File: config.mk
export PLATFORM = sky130hd
export DESIGN_NAME = ulpi_interface_control_reg
export DESIGN_NICKNAME = d
export VERILOG_FILES = /design/src/rtl/ifc_ctrl_pkg.sv /design/src/rtl/ulpi_interface_control_reg.sv
export VERILOG_INCLUDE_DIRS = /design/src /design/src/rtl
export SDC_FILE = /design/constraint.sdc
export NUM_CORES = 1
export LEC_CHECK = 0
export BUFFER_PORTS_ARGS = -buffer_cell sky130_fd_sc_hd__buf_2
export CAP_MARGIN = 5
export CORE_ASPECT_RATIO = 2
export CORE_MARGIN = 2
export CORE_UTILIZATION = 47
export DETAILED_ROUTE_END_ITERATION = 10
export PLACE_DENSITY = 0.77
export SYNTH_ARGS = -nofsm -noshare
export SYNTH_HDL_FRONTEND = slang
export SYNTH_SLANG_ARGS = --single-unit
File: constraint.sdc
create_clock -name SYS_CLK_I -period 1.1 [get_ports SYS_CLK_I]
set_input_delay 0.055 -clock SYS_CLK_I [delete_from_list [all_inputs] [get_ports SYS_CLK_I]]
set_output_delay 0.055 -clock SYS_CLK_I [all_outputs]
set_load 0.01 [all_outputs]
File: src/rtl/ifc_ctrl_regs.svh
// interface control register: offsets, bit positions, reset value
// assumes inclusion by bare name from the design module
`ifndef IFC_CTRL_REGS_SVH
`define IFC_CTRL_REGS_SVH

// ----------------------------------------------------------------------
// register addresses (6-bit register address space)
// ----------------------------------------------------------------------
`define IFC_ADDR_WRITE      6'h07
`define IFC_ADDR_SET        6'h08
`define IFC_ADDR_CLEAR      6'h09

// ----------------------------------------------------------------------
// bit positions and reset value
// ----------------------------------------------------------------------
`define IFC_BIT_GUARD_OFF   7
`define IFC_BIT_UNQUAL      6
`define IFC_BIT_INVERT      5
`define IFC_BIT_CLOCK_ON    3
`define IFC_BIT_SERIAL      1
`define IFC_RESET_VALUE     8'h00

`endif

File: src/rtl/ifc_ctrl_pkg.sv
// types shared by the interface control register
// assumes it is compiled before the design module and the bench
package ifc_ctrl_pkg;

  // ----------------------------------------------------------------------
  // register access request from the ulpi register port
  // ----------------------------------------------------------------------
  typedef struct packed {
    logic       wr;
    logic       rd;
    logic [5:0] addr;
    logic [7:0] wdata;
  } reg_req_s;

  // ----------------------------------------------------------------------
  // pin-protection controls toward the pad ring
  // ----------------------------------------------------------------------
  typedef struct packed {
    logic stop_pullup;
    logic data_pulldown;
    logic stop_released;
  } guard_s;

  typedef enum logic [1:0] {
    WR_PLAIN = 2'b00,
    WR_SET   = 2'b01,
    WR_CLEAR = 2'b10,
    WR_NONE  = 2'b11
  } wr_kind_e;

endpackage : ifc_ctrl_pkg

File: src/rtl/ulpi_interface_control_reg.sv
// interface control register of the ulpi transceiver, with its effects
// assumes register requests come from ulpi logic on SYS_CLK_I; the stop
// pin and fault input come from outside and are synchronised here
//
// Operation
// RULE1: link enables at most one alternative interface mode at a time
// RULE2: reads at 07h-09h; write 07h plain, 08h set, 09h clear
// RULE3: set address ors ones in, clear address clears them, rest kept
// RULE4: bit7 low: stop pull-up; stop unexpectedly high adds data pull-downs
// RULE5: with protection on, detect link no longer driving stop
// RULE6: bit7 high removes stop pull-up and data pull-downs
// RULE7: link always programs bit6 to one
// RULE8: fault complement never qualified with vbus comparator
// RULE9: bit5 high inverts fault input, low passes it straight
// RULE10: bit3 active-low clock suspend: one keeps clock on in serial
// RULE11: clock suspend bit ignored unless serial mode and phy awake
// RULE12: bit1 high carries fs/ls packets over 3-wire serial interface
// RULE13: device clears serial mode bit when leaving serial mode
// RULE14: phy_awake_n low is suspend; stop exits and device sets it back
`timescale 1ns/100ps
`default_nettype none
`include "ifc_ctrl_regs.svh"

module ulpi_interface_control_reg #(
  parameter int SYNC_STAGES = 3
) (
  // clock, reset, enable
  input  wire logic                  SYS_CLK_I,
  input  wire logic                  RST_B_I,
  input  wire logic                  CLK_EN_I,
  // register port
  input  wire ifc_ctrl_pkg::reg_req_s REQ_I,
  output logic                       RD_HIT_O,
  output logic [7:0]                 RDATA_O,
  // pins and device status
  input  wire logic                  STOP_PIN_I,
  input  wire logic                  FAULT_PIN_I,
  input  wire logic                  PHY_AWAKE_N_I,
  input  wire logic                  SERIAL_EXIT_I,
  input  wire logic                  STOP_EXPECTED_I,
  input  wire logic                  VBUS_VALID_COMPARATOR_I,
  // effects
  output ifc_ctrl_pkg::guard_s       GUARD_O,
  output logic                       FAULT_COMPL_O,
  output logic                       CLOCK_POWERED_O,
  output logic                       THREE_WIRE_SERIAL_MODE_O,
  output logic [7:0]                 CTRL_O
);
  import ifc_ctrl_pkg::*;

  // three stages are wired below; refuse any other count
  if (SYNC_STAGES != 3) begin : g_bad_sync_stages
    $error("SYNC_STAGES must be 3");
  end

  // ----------------------------------------------------------------------
  // pin synchronisers, second and third stage must agree
  // ----------------------------------------------------------------------
  logic [2:0] stop_sync;
  logic [2:0] fault_sync;
  logic       stop_s;
  logic       fault_s;

  always_ff @(posedge SYS_CLK_I or negedge RST_B_I) begin
    if (!RST_B_I) begin
      stop_sync  <= 3'h7;
      fault_sync <= 3'h0;
      stop_s     <= 1'b1;
      fault_s    <= 1'b0;
    end else if (CLK_EN_I) begin
      stop_sync  <= {stop_sync[1:0], STOP_PIN_I};
      fault_sync <= {fault_sync[1:0], FAULT_PIN_I};
      if (stop_sync[1] == stop_sync[2]) begin
        stop_s <= stop_sync[2];
      end
      if (fault_sync[1] == fault_sync[2]) begin
        fault_s <= fault_sync[2];
      end
    end
  end

  // ----------------------------------------------------------------------
  // address decode
  // ----------------------------------------------------------------------
  logic [7:0] ctrl;
  logic [7:0] next_ctrl;
  wire        hit_wr  = REQ_I.addr == `IFC_ADDR_WRITE; // RULE2
  wire        hit_set = REQ_I.addr == `IFC_ADDR_SET;
  wire        hit_clr = REQ_I.addr == `IFC_ADDR_CLEAR;
  wire        hit_any = hit_wr | hit_set | hit_clr;
  wr_kind_e   wr_kind;

  assign wr_kind = !REQ_I.wr ? WR_NONE :
                   hit_wr    ? WR_PLAIN :
                   hit_set   ? WR_SET :
                   hit_clr   ? WR_CLEAR : WR_NONE;

  wire serial_bit = ctrl[`IFC_BIT_SERIAL];

  always_comb begin
    next_ctrl = ctrl;
    case (wr_kind)
      WR_PLAIN: next_ctrl = REQ_I.wdata;
      WR_SET:   next_ctrl = ctrl | REQ_I.wdata; // RULE3
      WR_CLEAR: next_ctrl = ctrl & ~REQ_I.wdata; // RULE3
      WR_NONE:  next_ctrl = ctrl;
      default:  next_ctrl = ctrl;
    endcase
    if (SERIAL_EXIT_I && serial_bit) begin
      next_ctrl[`IFC_BIT_SERIAL] = 1'b0; // RULE13
    end
  end

  always_ff @(posedge SYS_CLK_I or negedge RST_B_I) begin
    if (!RST_B_I) begin
      ctrl <= `IFC_RESET_VALUE;
    end else if (CLK_EN_I) begin
      ctrl <= next_ctrl;
    end
  end

  always_ff @(posedge SYS_CLK_I or negedge RST_B_I) begin
    if (!RST_B_I) begin
      RD_HIT_O <= 1'b0;
      RDATA_O  <= 8'h00;
    end else if (CLK_EN_I) begin
      RD_HIT_O <= REQ_I.rd & hit_any; // RULE2
      RDATA_O  <= (REQ_I.rd & hit_any) ? ctrl : 8'h00;
    end
  end

  // ----------------------------------------------------------------------
  // effects of the register bits
  // ----------------------------------------------------------------------
  wire guard_on = ~ctrl[`IFC_BIT_GUARD_OFF];
  wire in_serial = serial_bit;

  wire stop_stray = guard_on & stop_s & ~STOP_EXPECTED_I; // RULE4 RULE5
  assign GUARD_O = '{stop_pullup:   guard_on,    // RULE4 RULE6
                     data_pulldown: stop_stray,  // RULE4
                     stop_released: stop_stray}; // RULE5
  // comparator deliberately unused: fault passes unqualified
  wire unused_cmp = VBUS_VALID_COMPARATOR_I; // RULE8
  assign FAULT_COMPL_O = fault_s ^ ctrl[`IFC_BIT_INVERT]; // RULE9
  // clock suspend only meaningful in serial mode while awake
  assign CLOCK_POWERED_O = !in_serial || !PHY_AWAKE_N_I ||
                           ctrl[`IFC_BIT_CLOCK_ON]; // RULE10 RULE11 RULE14
  assign THREE_WIRE_SERIAL_MODE_O = in_serial; // RULE12
  assign CTRL_O = ctrl;

  // ----------------------------------------------------------------------
  // checks
  // ----------------------------------------------------------------------
  property p_plain_write;
    @(posedge SYS_CLK_I) disable iff (!RST_B_I)
      (CLK_EN_I && REQ_I.wr && hit_wr && !SERIAL_EXIT_I)
      |=> ctrl == $past(REQ_I.wdata);
  endproperty
  a_plain_write: assert property (p_plain_write) // RULE2
    else $error("plain write not stored");

  property p_set_write;
    @(posedge SYS_CLK_I) disable iff (!RST_B_I)
      (CLK_EN_I && REQ_I.wr && hit_set && !SERIAL_EXIT_I)
      |=> ctrl == ($past(ctrl) | $past(REQ_I.wdata));
  endproperty
  a_set_write: assert property (p_set_write) // RULE3
    else $error("set write wrong");

  property p_clr_write;
    @(posedge SYS_CLK_I) disable iff (!RST_B_I)
      (CLK_EN_I && REQ_I.wr && hit_clr && !SERIAL_EXIT_I)
      |=> ctrl == ($past(ctrl) & ~$past(REQ_I.wdata));
  endproperty
  a_clr_write: assert property (p_clr_write) // RULE3
    else $error("clear write wrong");

  property p_read_back;
    @(posedge SYS_CLK_I) disable iff (!RST_B_I)
      (CLK_EN_I && REQ_I.rd && hit_any)
      |=> RD_HIT_O && RDATA_O == $past(ctrl);
  endproperty
  a_read_back: assert property (p_read_back) // RULE2
    else $error("read back wrong");

  property p_guard;
    @(posedge SYS_CLK_I) disable iff (!RST_B_I)
      ctrl[`IFC_BIT_GUARD_OFF]
      |-> !GUARD_O.stop_pullup && !GUARD_O.data_pulldown;
  endproperty
  a_guard: assert property (p_guard) // RULE6
    else $error("guard active while disabled");

  property p_fault;
    @(posedge SYS_CLK_I) disable iff (!RST_B_I)
      (CLK_EN_I && fault_sync[1] == fault_sync[2])
      |=> FAULT_COMPL_O == ($past(fault_sync[2]) ^ ctrl[`IFC_BIT_INVERT]);
  endproperty
  a_fault: assert property (p_fault) // RULE9
    else $error("fault complement wrong");

  property p_serial_exit;
    @(posedge SYS_CLK_I) disable iff (!RST_B_I)
      (CLK_EN_I && SERIAL_EXIT_I && !REQ_I.wr) |=> !ctrl[`IFC_BIT_SERIAL];
  endproperty
  a_serial_exit: assert property (p_serial_exit) // RULE13
    else $error("serial bit not cleared on exit");

  property p_clock_ignored;
    @(posedge SYS_CLK_I) disable iff (!RST_B_I)
      (!in_serial || !PHY_AWAKE_N_I) |-> CLOCK_POWERED_O;
  endproperty
  a_clock_ignored: assert property (p_clock_ignored) // RULE11
    else $error("clock suspend not ignored");

  property p_refused;
    @(posedge SYS_CLK_I) disable iff (!RST_B_I)
      (CLK_EN_I && !(REQ_I.rd && hit_any)) |=> !RD_HIT_O;
  endproperty
  a_refused: assert property (p_refused) // RULE2
    else $error("read answered without a hit");

  property p_hold;
    @(posedge SYS_CLK_I) disable iff (!RST_B_I)
      (!CLK_EN_I || (!REQ_I.wr && !SERIAL_EXIT_I)) |=> ctrl == $past(ctrl);
  endproperty
  a_hold: assert property (p_hold) // RULE3
    else $error("register changed without a write");

  property p_clock_suspend;
    @(posedge SYS_CLK_I) disable iff (!RST_B_I)
      (in_serial && PHY_AWAKE_N_I && !ctrl[`IFC_BIT_CLOCK_ON])
      |-> !CLOCK_POWERED_O;
  endproperty
  a_clock_suspend: assert property (p_clock_suspend) // RULE10
    else $error("clock powered while suspended in serial mode");

endmodule : ulpi_interface_control_reg

`default_nettype wire

# Yosys cells after proc, flatten, opt, wreduce, memory -nomap -nowiden
# Index checks and enable logic that the tools add are counted.
[word_totals] register_bits=25 output_inout_bits=23 word_cells=46
[op_classes] n_eq_ne=9 n_mux=7 n_bitwise=12 reduce_logical=10
[ops] cell="8-bit case mux with 3 select lines" n=1
[ops] cell="6-bit by 4-bit == test with 1-bit output, second input constant" n=2
[ops] cell="8-bit bitwise AND" n=1
[ops] cell="8-bit 2-to-1 mux" n=1
[ops] cell="8-bit inverter" n=1
[ops] cell="8-bit bitwise OR" n=1
[ops] cell="2-bit AND reduction" n=4
[ops] cell="6-bit by 3-bit == test with 1-bit output, second input constant" n=1
[ops] cell="2-bit 2-to-1 mux" n=3
[ops] cell="2-bit == test, second input constant" n=2
[ops] cell="1-bit bitwise AND" n=3
[ops] cell="1-bit inverter" n=3
[ops] cell="1-bit == test" n=2
[ops] cell="2-bit by 1-bit == test with 1-bit output, second input constant" n=1
[ops] cell="1-bit logical NOT" n=2
[ops] cell="2-bit logical NOT" n=1
[ops] cell="1-bit logical OR" n=2
[ops] cell="1-bit 2-to-1 mux" n=2
[ops] cell="2-bit != test, second input constant" n=1
[ops] cell="1-bit bitwise OR" n=2
[ops] cell="1-bit logical AND" n=1
[ops] cell="1-bit bitwise XOR" n=1

# Logic depth before layout (Yosys ltp)
[logic_depth] ltp_word=8 ltp_mapped=9 mapped_depth_nobuf=7

# Worst setup path before layout
# No wires, ideal clock.
[synth_path] path_kind="input-to-reg" from="input REQ_I[9] in the netlist's numbering" to="register ctrl[0] (netlist: CTRL_O[0])" t_arrival_ps=1695 t_required_ps=963 setup_slack_ps=-732 cell_stages=8 n_path_buf=1 cell_sequence="or3b_4 -> o21ai_0 -> nand3_1 -> ha_1 -> or2_2 -> clkbuf_1 -> o22ai_1 -> a21oi_1"
[synth_via] elab_chain_cells=8 word_cells_on_any_way=14 classes_between="6 x eq/ne; 5 x mux; 1 x bitwise; 2 x reduce/logical"
[synth_lines] element="start, declared" line_no="ulpi_interface_control_reg.sv:32" text="input wire ifc_ctrl_pkg::reg_req_s REQ_I,"
[synth_lines] element="6-bit by 4-bit == test with 1-bit output (no source line)"
[synth_lines] element="1-bit 2-to-1 mux" line_no="ulpi_interface_control_reg.sv:96" text="hit_clr ? WR_CLEAR : WR_NONE;"
[synth_lines] element="2-bit 2-to-1 mux" line_no="ulpi_interface_control_reg.sv:95" text="hit_set ? WR_SET :"
[synth_lines] element="2-bit 2-to-1 mux *" line_no="ulpi_interface_control_reg.sv:94" text="hit_wr ? WR_PLAIN :"
[synth_lines] element="2-bit 2-to-1 mux *" line_no="ulpi_interface_control_reg.sv:93" text="assign wr_kind = !REQ_I.wr ? WR_NONE :"
[synth_lines] element="branches (longest 3 deep; another with 8-bit case mux with 3 select lines)"
[synth_lines] element="end signal, assigned" line_no="ulpi_interface_control_reg.sv:116" text="ctrl <= `IFC_RESET_VALUE;"
[synth_lines] element="end signal, assigned" line_no="ulpi_interface_control_reg.sv:118" text="ctrl <= next_ctrl;"
[synth_lines] element="end, declared" line_no="ulpi_interface_control_reg.sv:85" text="logic [7:0] ctrl;"
# Every way passes the cells marked *.
# A chain may end at the register's enable or synchronous reset.

# Final worst setup path
[layout_path] from="input REQ_I[10] in the netlist's numbering" to="register ctrl[7] (netlist: CTRL_O[7])"
# The elaborated chain is that of the path after synthesis.

==> results.toml <==
[status]
outcome = "complete, but fails checks"
violations = "setup timing"

[cts]
htreeDepth = 1
clk_pin_slew_ns = 0.08
cts_root_buffer = "clkbuf_8"
insertion_delay_ns = 0.26
clk_path_buf_depth = 2
cts_num_sinks = 25
cts_buffers = 3
cts_tree = "built"

[sta]
finalCritPeriodShare = 1.405
hold_violations = 0
clock.fmax_mhz = 647.0
hold_slack_ns = 0.01887
rsz0062_at_grt = "yes"
slew_headroom = 0.6299
finalSetupViolCount = 19
slew_violations = 0
setup_ws_ns = -0.4457
finClkSkew_ns = 0.002727
fin_tns_setup_ns = -6.139
period_needed_ns = 1.546
tightest_slew_ns = 0.5551

[synthesis]
yosys_warnings = 0
ys_ff_latch = 25
synth.top_cell.area_share = 0.4234
yosysSeqAreaShare = 0.5081
synthArstFlopShare = 1.000
synth_flop_cell = "dfrtp_1"
synth_nets = 145
synth_edf_count = 0
synth_area_um2 = 1241
yosys.area.top_type = "dfrtp_1"
synthCells = 117
synth.distinct_cells = 28
yosys-top-cells-area = "dfrtp_1 (42%), dfstp_2 (8.5%), a21oi_1 (6.5%)"
synth_area_per_cell_um2 = 10.61

[global_routing]
overflow = 0
grt_util_met3 = 0.02601
grt_antenna_before_repair = 0
grt_use_total = 0.2394
grt_max_degree = 26
gr-usage-met2 = 0.4381
grt_pass1_wl_um = 5264
grt_util_met1 = 0.2395
grt.busiest_layer = "met2"
first_global_vias = 1198

[place]
dp_cells = 190
dp_hpwl_um = 2313
port_buffers = 46
gpl.final_weighted_congestion = 0.8223

[die]
die_x_um = 40.34
rows = 26
core-area_um2 = 2537
die_h_um = 76.68
dieArea_um2 = 3093
ios = 48
start_util = 0.4892

[critical_path]
crit_type = "in2reg"
crit_start = "REQ_I[10]"
required_ns = 1.29
regToRegEndpoint = "CTRL_O[1]"
start_kind = "input pin"
reg2reg_from = "CTRL_O[1]"
crit_path_end_kind = "register"
cp-endpoint = "CTRL_O[7]"
r2r_setup_slack_ns = 0.15
critPathMaxFanout = 4
ff2ff_path_depth = 3
cp.arrival_ns = 1.73

[routing]
drt_iter0_drc = 18
drc = 0
postRouteAntennaNets = 0
drt-pass1-iter-count = 4
wl_per_cell_um = 16.80
vias = 1149
via_per_inst = 5.605
drt-total-wl_um = 3445

[cells_and_area]
layout.nets = 206
fin_cells = 205
fillers = 190
diodes = 0
layout_common_cells = "buf_2 (44), dfrtp_1 (21), buf_4 (14)"
layout-drive-gt1-share = 0.5650
final_common_cell = "buf_2"
syn2layout_area_growth_pct = 46.27

[power_and_ir_drop]
p_leak_nw = 0.8724
power_density_nw_per_um2 = 1364
vdd_drop_max_uv = 1078

[min_path]
hp-class = "in2reg"

[flow_run]
drv_cap = 0
-- kinds of logic (layout without fill, tap and decap cells) --
| group | Yosys count | in the layout | share of synthesized area |
|---|---|---|---|
| buffers and inverters | 15 | 75 | 0.05746 |
| flip-flops | 25 | 25 | 0.5081 |
| adder cells (fa/ha/maj) | 3 | 3 | 0.03025 |
| AO/OA/AOI/OAI | 43 | 43 | 0.2319 |
| AND/OR/NAND/NOR | 26 | 26 | 0.1290 |
| XOR/XNOR | 1 | 1 | 0.007058 |
| multiplexers | 4 | 4 | 0.03629 |
-- what timing repair did --
item,4_1_cts,5_1_grt
gates cloned,1,0
endpoints found under the setup margin,19,21
buffers inserted,4,5
pin swaps,25,19
endpoints found under the hold margin,21,0
hold buffers,1,0
resized for setup,13,11
-- flip-flops by register name, summed over array words and instances, names as in the netlist --
register / cells
CTRL_O: 8
RDATA_O: 8
fault_sync: 3
stop_sync: 3
RD_HIT_O: 1
fault_s: 1
stop_s: 1
-- routing by layer --
metal	vias to the layer above	routed length [um]
met4	0	69
met1	564	1218
met3	6	120
met5	-	0
li1	540	-
met2	39	2037
-- metrics by stage --
| stage | instance area, um2 | utilization | total power [mW] | setup slack [ns] |
|---|---|---|---|---|
| 2_1_floorplan | 1303 | - | 1.561 | -0.6073 |
| 3_3_place_gp | 1568 | 0.6179 | 1.776 | -0.6611 |
| 5_1_grt | 1815 | 0.7155 | 2.627 | -0.4855 |
| 3_5_place_dp | 1568 | 0.6179 | 1.817 | -0.7756 |
| 6_report | 1815 | 0.7155 | 2.477 | -0.4457 |
| 4_1_cts | 1724 | 0.6795 | 2.385 | -0.3376 |
-- worst min path at each step --
stage | start | end | slack, ns | cells past startpoint
2_1_floorplan | RST_B_I | CTRL_O[0] | -0.24 | 0
5_1_grt | FAULT_PIN_I | fault_sync[0] | 0.02 | 2
6_report | FAULT_PIN_I | fault_sync[0] | 0.02 | 2
4_1_cts | FAULT_PIN_I | fault_sync[0] | 0.02 | 2
3_5_place_dp | RST_B_I | fault_s | 0.06 | 1
3_3_place_gp | RST_B_I | fault_s | 0.05 | 1
-- critical path: stages --
cell     delay, ns
buf_6         0.09
or3b_4        0.42
o21ai_4       0.18
nand3_2       0.12
ha_4          0.29
or3_4         0.39
a31oi_4       0.19
-- power by group --
group | switching, mW | internal [mW] | total [mW] | leakage [nW]
Clock | 0.270 | 0.259 | 0.529 | 0.0228
Sequential | 0.149 | 1.08 | 1.23 | 0.318
Combinational | 0.354 | 0.364 | 0.719 | 0.532
-- area by class of cell --
class	instances	area [um2]	area share
timing repair buffer	65	406.6	0.2240
tap	28	35.03	0.01930
inverter	6	26.28	0.01447
sequential	25	630.6	0.3473
clock buffer	4	45.04	0.02481
multi-input combinational	77	671.9	0.3701
-- cell usage after synthesis, drive strengths merged, types with 2 or more instances --
cell type and instances:
mux2 4, nor2b 9, a21oi 16, ha 3, a22o 8, inv 6
nand2 4, dfrtp 21, nand3 2, clkbuf 5, nor2 2, buf 4
nor3b 2, dfstp 4, o21ai 8, o22ai 7
Power figures use the tool's default switching activity.
